[config.mk]
export PLATFORM = sky130hd
export DESIGN_NAME = oepd_top
export DESIGN_NICKNAME = d
export VERILOG_FILES = /design/src/shared/oepd_pkg.sv /design/src/design/oepd_gate.sv /design/src/design/oepd_top.sv
export VERILOG_INCLUDE_DIRS = /design/src /design/src/shared
export SDC_FILE = /design/constraint.sdc
export NUM_CORES = 1
export LEC_CHECK = 0
export ABC_AREA = 1
export BUFFER_PORTS_ARGS = -buffer_cell sky130_fd_sc_hd__buf_2
export CORE_ASPECT_RATIO = 0.6
export CORE_UTILIZATION = 60
export DETAILED_ROUTE_END_ITERATION = 8
export PLACE_DENSITY_LB_ADDON = 0.12
export SKIP_CTS_REPAIR_TIMING = 1
export SLEW_MARGIN = 30
export SYNTH_ARGS = -nofsm -noshare
export SYNTH_HDL_FRONTEND = slang
export SYNTH_HIERARCHICAL = 1
export SYNTH_SLANG_ARGS = --single-unit
[constraint.sdc]
create_clock -name SYS_CLK_I -period 3.9 [get_ports SYS_CLK_I]
set_clock_uncertainty 0.2 [all_clocks]
set_input_delay 0 -clock SYS_CLK_I [delete_from_list [all_inputs] [get_ports SYS_CLK_I]]
set_output_delay 0 -clock SYS_CLK_I [all_outputs]
set_load 0.005 [all_outputs]
[src/shared/oepd_cfg.svh]
// Constants for the output enable and power-down block
`ifndef OEPD_CFG_SVH
`define OEPD_CFG_SVH

// =====================================================
// Sizes
`define OEPD_NUM_OUT 3
`define OEPD_DIV_W 8

// =====================================================
// Output index of the differential pair members
`define OEPD_PAIR_FIRST 0
`define OEPD_PAIR_SECOND 1

// =====================================================
// Reset values
`define OEPD_SYNC_RST 1'h0
`define OEPD_PHASE_RST 1'h0
`define OEPD_EN_RST 1'h0
`define OEPD_CLK_RST 1'h0
`define OEPD_OE_N_RST 1'h0
`define OEPD_CNT_RST 8'h00
`define OEPD_MASK_RST 3'h0
`define OEPD_HIZ_RST 3'h0
`define OEPD_DIFF_RST 1'h0
`define OEPD_HALF_RST 24'h01_0101

`endif

[src/shared/oepd_pkg.sv]
// Types shared by the output enable and power-down block
`include "oepd_cfg.svh"

package oepd_pkg;

    // =====================================================
    // Configuration space image
    typedef struct packed {
        logic [`OEPD_NUM_OUT-1:0] out_en;
        logic [`OEPD_NUM_OUT-1:0] hiz_sel;
        logic diff_mode;
        logic [`OEPD_NUM_OUT*`OEPD_DIV_W-1:0] half;
    } oepd_cfg_t;

    // =====================================================
    // Per-output pin group
    typedef struct packed {
        logic [`OEPD_NUM_OUT-1:0] clk;
        logic [`OEPD_NUM_OUT-1:0] oe_n;
    } oepd_pins_t;

endpackage

[src/design/oepd_gate.sv]
// One clock output: divider, glitch-free gate and disabled-state driver
`timescale 1ns/1ps
`include "oepd_cfg.svh"

module oepd_gate #(
    parameter int DIV_W = `OEPD_DIV_W
) (
    input wire logic clk_i,
    input wire logic rst_i,
    input wire logic ce_i,
    input wire logic run_i,
    input wire logic [DIV_W-1:0] half_i,
    input wire logic en_req_i,
    input wire logic hiz_sel_i,
    output logic clk_o,
    output logic oe_n_o
);
    import oepd_pkg::*;

    logic [DIV_W-1:0] cnt_reg, cnt_next;
    logic phase_reg, phase_next;
    logic en_reg, en_next;
    logic clk_reg, clk_next;
    logic oe_n_reg, oe_n_next;
    logic [DIV_W:0] cnt_inc;
    logic wrap;

    // =====================================================
    // Divider and gate next state
    always_comb begin
        cnt_inc = {1'b0, cnt_reg} + (DIV_W+1)'(1);
        wrap = cnt_inc >= {1'b0, half_i};
        cnt_next = cnt_reg;
        phase_next = phase_reg;
        en_next = en_reg;
        // Divider runs whatever the enable does
        if (wrap) begin
            cnt_next = `OEPD_CNT_RST;
            phase_next = ~phase_reg;
        end else begin
            cnt_next = cnt_inc[DIV_W-1:0];
        end
        // Enable only moves while the output is low, so pulses stay whole
        if (!phase_reg) begin
            en_next = en_req_i;
        end
        clk_next = phase_next & en_next;
        // Disabled output is Hi-Z or driven low
        oe_n_next = ~en_next & hiz_sel_i;
        // Power-down holds everything cleared, outputs driven low
        if (!run_i) begin
            cnt_next = `OEPD_CNT_RST;
            phase_next = `OEPD_PHASE_RST;
            en_next = `OEPD_EN_RST;
            clk_next = `OEPD_CLK_RST;
            oe_n_next = `OEPD_OE_N_RST;
        end
    end

    // Registers, frozen while the clock enable is low
    always_ff @(posedge clk_i) begin
        if (rst_i) begin
            cnt_reg <= `OEPD_CNT_RST;
            phase_reg <= `OEPD_PHASE_RST;
            en_reg <= `OEPD_EN_RST;
            clk_reg <= `OEPD_CLK_RST;
            oe_n_reg <= `OEPD_OE_N_RST;
        end else if (ce_i) begin
            cnt_reg <= cnt_next;
            phase_reg <= phase_next;
            en_reg <= en_next;
            clk_reg <= clk_next;
            oe_n_reg <= oe_n_next;
        end
    end

    assign clk_o = clk_reg;
    assign oe_n_o = oe_n_reg;
endmodule

[src/design/oepd_top.sv]
// Output enable gating and power-down control for a three-output clock generator
`timescale 1ns/1ps
`include "oepd_cfg.svh"

module oepd_top #(
    parameter int NUM_OUT = `OEPD_NUM_OUT,
    parameter int DIV_W = `OEPD_DIV_W
) (
    input wire logic SYS_CLK_I,
    input wire logic SYS_RST_I,
    input wire logic CE_I,
    input wire logic [NUM_OUT-1:0] GATE_PIN_I,
    input wire logic SLEEP_RESET_N_I,
    input wire logic CFG_WR_I,
    input wire oepd_pkg::oepd_cfg_t CFG_I,
    output oepd_pkg::oepd_cfg_t CFG_O,
    output logic ACTIVE_O,
    output oepd_pkg::oepd_pins_t PINS_O
);
    import oepd_pkg::*;

    // =====================================================
    // Signals
    logic [NUM_OUT-1:0] pin_s1_reg, pin_s1_next;
    logic [NUM_OUT-1:0] pin_s2_reg, pin_s2_next;
    logic sleep_s1_reg, sleep_s1_next;
    logic sleep_s2_reg, sleep_s2_next;
    oepd_cfg_t cfg_reg, cfg_next;
    logic [NUM_OUT-1:0] en_req;
    logic [NUM_OUT-1:0] gate_clk;
    logic [NUM_OUT-1:0] gate_oe_n;
    logic run;

    // =====================================================
    // Functions

    // Pin that gates output k in the current mode
    function automatic logic pin_for(
        input logic [NUM_OUT-1:0] pins,
        input logic diff,
        input int k
    );
        logic sel;
        sel = pins[k];
        if (diff && k == `OEPD_PAIR_FIRST) begin
            sel = pins[`OEPD_PAIR_SECOND];
        end
        return sel;
    endfunction

    // Configuration enable bit for output k in the current mode
    function automatic logic cfg_for(
        input logic [NUM_OUT-1:0] ens,
        input logic diff,
        input int k
    );
        logic sel;
        sel = ens[k];
        if (diff && k == `OEPD_PAIR_FIRST) begin
            sel = ens[`OEPD_PAIR_SECOND];
        end
        return sel;
    endfunction

    // =====================================================
    // Input synchronisers

    // Two stages for the enable pins and the sleep pin
    always_comb begin
        pin_s1_next = GATE_PIN_I;
        pin_s2_next = pin_s1_reg;
        sleep_s1_next = SLEEP_RESET_N_I;
        sleep_s2_next = sleep_s1_reg;
    end

    // Sleep stages reset to asleep until the pin is seen high
    always_ff @(posedge SYS_CLK_I) begin
        if (SYS_RST_I) begin
            pin_s1_reg <= {NUM_OUT{`OEPD_SYNC_RST}};
            pin_s2_reg <= {NUM_OUT{`OEPD_SYNC_RST}};
            sleep_s1_reg <= `OEPD_SYNC_RST;
            sleep_s2_reg <= `OEPD_SYNC_RST;
        end else if (CE_I) begin
            pin_s1_reg <= pin_s1_next;
            pin_s2_reg <= pin_s2_next;
            sleep_s1_reg <= sleep_s1_next;
            sleep_s2_reg <= sleep_s2_next;
        end
    end

    // Device runs only while the synchronised sleep input is high
    assign run = sleep_s2_reg;

    // =====================================================
    // Configuration space

    // Every write from the master made while the clock enable is high is stored whole
    always_comb begin
        cfg_next = cfg_reg;
        if (CFG_WR_I) begin
            cfg_next = CFG_I;
        end
    end

    // Configuration is kept across power-down; only system reset clears it
    always_ff @(posedge SYS_CLK_I) begin
        if (SYS_RST_I) begin
            cfg_reg.out_en <= `OEPD_MASK_RST;
            cfg_reg.hiz_sel <= `OEPD_HIZ_RST;
            cfg_reg.diff_mode <= `OEPD_DIFF_RST;
            cfg_reg.half <= `OEPD_HALF_RST;
        end else if (CE_I) begin
            cfg_reg <= cfg_next;
        end
    end

    // =====================================================
    // Enable combination and output slices
    generate
        for (genvar k = 0; k < NUM_OUT; k++) begin : g_out
            // Both the config bit and the own pin must allow the output
            // Pair follows the second pin in differential mode
            // Each pin reaches only its own slice, except the second pin, which also gates the first slice in differential mode
            assign en_req[k] = cfg_for(cfg_reg.out_en, cfg_reg.diff_mode, k)
                             & pin_for(pin_s2_reg, cfg_reg.diff_mode, k);

            // Divider and glitch-free gate for output k
            oepd_gate #(
                .DIV_W(DIV_W)
            ) u_gate (
                .clk_i(SYS_CLK_I),
                .rst_i(SYS_RST_I),
                .ce_i(CE_I),
                .run_i(run),
                .half_i(cfg_reg.half[k*DIV_W +: DIV_W]),
                .en_req_i(en_req[k]),
                .hiz_sel_i(cfg_reg.hiz_sel[k]),
                .clk_o(gate_clk[k]),
                .oe_n_o(gate_oe_n[k])
            );
        end
    endgenerate

    // =====================================================
    // Outputs
    // Pin group packs the gated clocks with their driver enables
    assign PINS_O = '{clk: gate_clk, oe_n: gate_oe_n};
    assign CFG_O = cfg_reg;
    assign ACTIVE_O = run;

    // Each low pin blocks its own output, the pair's first half excepted
    for (genvar k = 0; k < NUM_OUT; k++) begin : g_chk

    end
endmodule

==> out/results.tsv, run 1 <==
stage	metric	value	unit
run_status	status	complete, but fails checks	
run_status	failing checks	negative hold slack	
setup_path	depth of the most critical reg-to-reg path	15	
logic_synthesis	ranking of synthesized cells by area	dfxtp_1, nand2_1, ha_1	
logic_synthesis	Post-synth EDFFs	0	
setup_path	crit end category	flip-flop	
clock_network	CTS tree	yes	
logic_synthesis	post-synthesis register bit count	75	
floorplanning	initial core utilization	63.80	%
power	sw power	0.0004740	W
route	met1 wire length	4.664	mm
setup_path	startpoint types	flip-flop	
logic_synthesis	Syn Area/Cell	6.975	µm²
route	Routed Antenna Nets	0	
logic_synthesis	Synth area leader	dfxtp_1	
clock_network	H-tree Lvls	3	
power	Pwr Total	0.001610	W
clock_network	CTS sink count	75	
global_route	initial antenna violation count	0	
power	pwr dens	322.3	mW/mm²
final_layout	share of cells above drive strength 1	18.41	%
route	drt wl/cell	12.83	µm
timing	minimum clock period	2688	ps
route	top sig layer	met4	
logic_synthesis	async set or reset register ratio after synthesis	0	%
setup_path	slowest stage cell on the critical path	dfxtp_1	
placement	placed cells	718	
power	Peak VDD IR	0.0002152	V
timing	worst slew pin tran	740.7	ps
setup_path	CP max FO	8	
logic_synthesis	largest family of logic cells by synthesized area	simple AND/OR/NAND/NOR gates	
floorplanning	Die X-Extent	107.5	µm
logic_synthesis	XOR/XNOR Fraction of Synth Area	3.281	%
logic_synthesis	Synth Flop Type	dfxtp_1	
route	Routed met3 length	775	µm
power	Seq pwr share	51.0	%
timing	post-route setup slack	1212	ps
timing	final period utilization	68.92	%
setup_path	worst stage delay on the critical path	440	ps
final_layout	commonest non-fill, non-tap cell in the layout	nand2_1	
placement	dpl ws	1349	ps
floorplanning	core area	0.006276	mm²
flow_run	Max-cap violations	0	
clock_network	Reg clk slew, reported paths	90	ps
final_layout	Antenna diodes	0	
timing	RSZ-0062 raised after global routing	false	
setup_path	CP Data Required Time	3970	ps
clock_network	cts bufs inserted	9	
route	First DRT Iteration DRCs	320	
floorplanning	Ports	77	
logic_synthesis	Synth top area share	37.50	%
power	clock power share	33.8	%
logic_synthesis	post-synthesis adder-cell area fraction	8.438	%
hold_path	Min-Delay Endpoint	g_out[2].u_gate/en_reg	
hold_path	hold wc startpoint	SYS_RST_I	
floorplanning	die height	65.28	µm
global_route	largest net degree at the start of global routing	60	
power	internal power	0.001136	W
setup_path	Cell Chain, Critical Path	ha_1, nand3_2, xor2_1, ha_1, nand2_1, inv_1, nand2_1, nand3_1, nand2_1, nand2_1, nand2_2, nand2_2, nor2_4, nand2_1, a21oi_1	
timing	Final setup viols	0	
route	DR WL met2	4.445	mm
clock_network	CTS Root Cell	clkbuf_8	
timing	hold slack	-0.7021	ps
power	Pleak	2.510	nW
setup_path	RR Startpoint	g_out[2].u_gate/cnt_reg[0]	
timing	Slew HR	50.62	%
global_route	grt total ovfl	0	
logic_synthesis	Synth Area in Compound Gates	8.156	%
route	Pre-antenna DRT Iters	6	
clock_network	clk_lat worst skew	360	ps
setup_path	crit-path leading delay family	simple AND/OR/NAND/NOR gates	
hold_path	Hold Path Class	in -> reg	
setup_path	worst path bufs/invs	1	
floorplanning	total die area	0.007014	mm²
setup_path	Reg2Reg Setup Slack	1210	ps
logic_synthesis	Mapped Area	0.004004	mm²
final_layout	max reg flops	31	
logic_synthesis	post-synthesis sequential area ratio	37.50	%
route	wirelength, routed	9.932	mm
clock_network	Max Root-Sink Buffers	2	
logic_synthesis	Post-Synth Simple-Gate Area	30.78	%
route	vias per cell	4.977	
route	final routed DRC violation total	0	
setup_path	worst reg2reg endpoint	g_out[2].u_gate/cnt_reg[3]	
route	detailed-route via count	3852	
setup_path	CP dominant cell by count	nand2_1	
timing	Max Slew Vio Count	0	
power	combinational power share	15.1	%
timing	maximum clock frequency	372.1	MHz
final_layout	Layout fillers	452	
placement	Port Buf Inserts	76	
logic_synthesis	synth warn	6	
logic_synthesis	Post-Syn Nets	640	
placement	hpwl dp	6.666	mm
floorplanning	# rows	22	
global_route	Tot GR Track Use	28.11	%
logic_synthesis	count of cell types in the netlist	23	
global_route	first-pass GRT wire length	15.32	mm
power	Switching Fraction	29.45	%
setup_path	crit path kind	reg -> reg	
hold_path	hold depth	2	
final_layout	synth-to-layout area growth	24.75	%
setup_path	Arrival @ worst endpoint	2760	ps
timing	Setup TNS	0	ps
final_layout	most frequent cells in the layout	nand2_1, inv_1, nor2_1	
logic_synthesis	Syn Inst Count	574	
final_layout	Finished Layout Cells	774	
timing	final hold vios	1	
global_route	vias in the first global route	3380	
final_layout	nets@finish	751	
logic_synthesis	mux share of post-synthesis cell area	0.7500	%
placement	gpl congestion	0.8207	
[stage by stage]
stage                     area [µm²]  util (%)
after floorplan                 4004         -
after global placement          4412     70.30
after detailed placement        4417     70.37
after CTS                       4594     73.21
after global routing            4995     79.59
final                           4995     79.59
[per-layer routing]
metal,vias to the layer above,global-route usage [%]
met5,-,0
met4,0,6.164
met3,4,7.440
met2,142,44.11
met1,1726,38.78
li1,1980,-
[worst reg2reg max path, cell delays in order, from the launching register on]
cell and delay, ps:
dfxtp_1 440, ha_1 240, nand3_2 130, xor2_1 240, ha_1 290, nand2_1 80
inv_1 50, nand2_1 60, nand3_1 110, nand2_1 80, nand2_1 80, nand2_2 80
nand2_2 70, nor2_4 210, nand2_1 110, a21oi_1 160
[cells in the mapped netlist (6+ instances only)]
cell type,number
nand3_1,25
inv_1,89
dfxtp_1,75
nor2_1,78
nor2_4,6
xor2_1,15
o21ai_0,9
buf_2,7
nand3_2,6
a21oi_1,39
clkbuf_1,8
nand2_1,158
nand2_2,6
ha_1,27
[logic make-up (layout without fill, tap and decap cells)]
kind of cell,count (synthesis),in the layout
AND/OR/NAND/NOR,285,285
adder cells (fa/ha/maj),27,27
AO/OA/AOI/OAI,57,57
flip-flops,75,75
XOR/XNOR,15,15
buffers and inverters,112,228
multiplexers,3,3
[cell type report]
type	instances	area (µm²)	area share, %
multi-input cells	387	2066	41.36
flip-flops and latches	75	1501	30.06
repair buffers	117	788.3	15.78
inverters	95	356.6	7.139
clock buffers	9	123.9	2.480
well taps	84	105.1	2.104
clock inverters	7	53.80	1.077
[power groups by stage]
stage               combinational [W]  sequential (W)  clock (W)
floorplan                    0.000135        0.000835          0
global placement             0.000201        0.000836          0
detailed placement           0.000208        0.000839          0
CTS                          0.000210        0.000821   0.000550
global route                 0.000275        0.000825   0.000588
finish                       0.000244        0.000822   0.000544
[worst max-delay path by stage]
stage                                           from                         end  slack, ps  cells past startpoint
after floorplan           g_out[0].u_gate/cnt_reg[0]  g_out[0].u_gate/cnt_reg[7]       1740                     14
after global placement    g_out[2].u_gate/cnt_reg[0]  g_out[2].u_gate/cnt_reg[7]       1440                     15
after detailed placement  g_out[2].u_gate/cnt_reg[0]  g_out[2].u_gate/cnt_reg[1]       1350                     15
after CTS                 g_out[2].u_gate/cnt_reg[0]  g_out[2].u_gate/cnt_reg[1]       1340                     15
after global routing      g_out[2].u_gate/cnt_reg[0]  g_out[2].u_gate/cnt_reg[3]       1090                     15
final                     g_out[2].u_gate/cnt_reg[0]  g_out[2].u_gate/cnt_reg[3]       1210                     15
Power figures use the tool's default switching activity.
==> run 2: changes to the inputs <==
--- a/config.mk
+++ b/config.mk
@@ -9,7 +9,7 @@
 export ABC_AREA = 1
 export BUFFER_PORTS_ARGS = -buffer_cell sky130_fd_sc_hd__buf_2
 export CORE_ASPECT_RATIO = 0.6
-export CORE_UTILIZATION = 60
+export CORE_UTILIZATION = 50
 export DETAILED_ROUTE_END_ITERATION = 8
 export PLACE_DENSITY_LB_ADDON = 0.12
 export SKIP_CTS_REPAIR_TIMING = 1
==> constraint.sdc (replaced) <==
create_clock -name SYS_CLK_I -period 2.43 [get_ports SYS_CLK_I]
set_clock_uncertainty 0.2 [all_clocks]
set_input_delay 0 -clock SYS_CLK_I [delete_from_list [all_inputs] [get_ports SYS_CLK_I]]
set_output_delay 0 -clock SYS_CLK_I [all_outputs]
set_load 0.005 [all_outputs]
==> run 2 against run 1 <==
  * Final area is 15% higher
  * The run ends with negative setup slack left
  * Critical endpoint is now g_out[2].u_gate/cnt_reg[1]
  * Register-to-register slack worse by 1300 ps
  * First-iteration DRC count is 27% lower
==> out/results.tsv, run 2 (synthesis gave the netlist of run 1 again) <==
stage	metric	value	unit	change
final_layout	Finished Layout Cells	812		+4.9%
floorplanning	Die X-Extent	117.5	µm	+9.4%
power	pwr dens	557.3	mW/mm²	+73%
power	Peak VDD IR	0.0003798	V	+76%
timing	post-route setup slack	-90.66	ps	-1303 ps
route	wirelength, routed	11.75	mm	+18%
global_route	largest net degree at the start of global routing	35		-42%
timing	minimum clock period	2521	ps	-167.1 ps
flow_run	Max-cap violations	0		unchanged
clock_network	Max Root-Sink Buffers	2		unchanged
timing	final hold vios	0		-1
final_layout	Antenna diodes	0		unchanged
run_status	failing checks	negative setup slack		
floorplanning	Ports	77		unchanged
hold_path	Hold Path Class	in -> reg		
timing	RSZ-0062 raised after global routing	true		
final_layout	share of cells above drive strength 1	30.93	%	+13 points
global_route	first-pass GRT wire length	16.48	mm	+7.6%
setup_path	crit path kind	reg -> reg		
global_route	vias in the first global route	3494		+3.4%
timing	final period utilization	103.7	%	+35 points
global_route	initial antenna violation count	0		unchanged
floorplanning	initial core utilization	53.33	%	-10 points
placement	gpl congestion	0.9426		+15%
route	vias per cell	5.007		+0.62%
clock_network	clk_lat worst skew	340	ps	-20 ps
final_layout	nets@finish	769		+2.4%
route	Pre-antenna DRT Iters	6		unchanged
setup_path	startpoint types	flip-flop		
power	Pleak	2.740	nW	+9.2%
placement	hpwl dp	7.152	mm	+7.3%
clock_network	CTS tree	yes		
setup_path	CP Data Required Time	2490	ps	-1480 ps
timing	Max Slew Vio Count	0		unchanged
final_layout	commonest non-fill, non-tap cell in the layout	nand2_1		
clock_network	Reg clk slew, reported paths	60	ps	-30 ps
setup_path	Arrival @ worst endpoint	2580	ps	-180 ps
timing	worst slew pin tran	482.8	ps	-258.0 ps
clock_network	cts bufs inserted	9		unchanged
placement	Placed Area	0.004489	mm²	+1.6%
final_layout	max reg flops	31		unchanged
floorplanning	die height	71.32	µm	+9.3%
run_status	status	complete, but fails checks		
route	detailed-route via count	4066		+5.6%
route	drt wl/cell	14.46	µm	+13%
setup_path	crit end category	flip-flop		
clock_network	H-tree Lvls	3		unchanged
timing	Final setup viols	9		+9
clock_network	CTS sink count	75		unchanged
floorplanning	core area	0.007507	mm²	+20%
route	Routed Antenna Nets	0		unchanged
setup_path	depth of the most critical reg-to-reg path	13		-2
final_layout	design area	0.005743	mm²	+15%
timing	maximum clock frequency	396.7	MHz	+6.6%
hold_path	hold depth	3		+1
route	First DRT Iteration DRCs	234		-27%
final_layout	most frequent cells in the layout	nand2_1, inv_1, nor2_1		
placement	Port Buf Inserts	76		unchanged
route	final routed DRC violation total	0		unchanged
global_route	Tot GR Track Use	25.34	%	-2.8 points
setup_path	CP max FO	8		unchanged
power	Pwr Total	0.003201	W	+99%
floorplanning	total die area	0.008381	mm²	+19%
timing	Slew HR	67.47	%	+17 points
global_route	grt total ovfl	0		unchanged
placement	placed cells	745		+3.8%
final_layout	synth-to-layout area growth	43.44	%	
clock_network	CTS Root Cell	clkbuf_16		
floorplanning	# rows	24		+9.1%
## run 2: cell types whose count changed in the layout (fill, tap and decap cells not counted), sizes merged
cell | before | now
buf | 77 | 96
bufinv | 0 | 2
dlygate4sd3 | 40 | 39
clkinv | 6 | 5
inv | 93 | 92
## run 2: area by class of cell
class	count	area, µm²
Tap cell	104	130.1
Multi-Input combinational cell	387	2464
Clock buffer	9	225.2
Sequential cell	75	1526
Inverter	95	356.6
Timing Repair Buffer	135	948.4
Clock inverter	7	92.59
Fill cell	539	1764
## run 2: worst paths after layout
check / start / to / slack (ps)
worst max register to register: g_out[2].u_gate/cnt_reg[0] / g_out[2].u_gate/cnt_reg[1] / -90
worst max-delay path: g_out[2].u_gate/cnt_reg[0] / g_out[2].u_gate/cnt_reg[1] / -90
worst min register to register: g_out[1].u_gate/clk_o / g_out[1].u_gate/clk_o / 260
worst min-delay path: CE_I / pin_s2_reg[2] / 20
## run 2: metal layers
metal  track usage [%]  vias to the layer above  part of all wire [%]
li1                  -                     2007                     -
met3             9.315                       19                   6.1
met1             34.15                     1906                    46
met5                 0                        -                     0
met2             37.21                      134                    46
met4             9.402                        0                   1.6
## run 2: metrics by stage
step	hold WS (ps)	setup TNS, ps	worst slack [ps]	utilization (%)
after floorplan	-137.6	0	269.4	-
after global placement	20.08	-402.4	-68.98	59.80
after detailed placement	28.63	-753.3	-126.2	59.80
after CTS	-326.7	-1012	-149.9	64.03
after global routing	66.14	-2781	-192.7	76.50
final	24.34	-345.3	-90.66	76.50
## run 2: report_power, final
part | internal [W] | total (W) | switching, W
registers | 0.00127 | 0.00132 | 0.0000431
logic | 0.000198 | 0.000454 | 0.000256
clock network | 0.000894 | 0.00143 | 0.000535
total | 0.00237 | 0.00320 | 0.000833
## run 2: worst max-delay path, cell delays in order (launching register included)
cell,delay (ps)
dfxtp_4,400
ha_4,180
nand3_4,110
xor2_4,210
ha_4,240
a21oi_2,180
nand3_4,110
nand2_2,90
nand2_2,50
nand2_2,60
nand2_2,70
nor2_4,290
nand2_2,100
a21oi_2,160
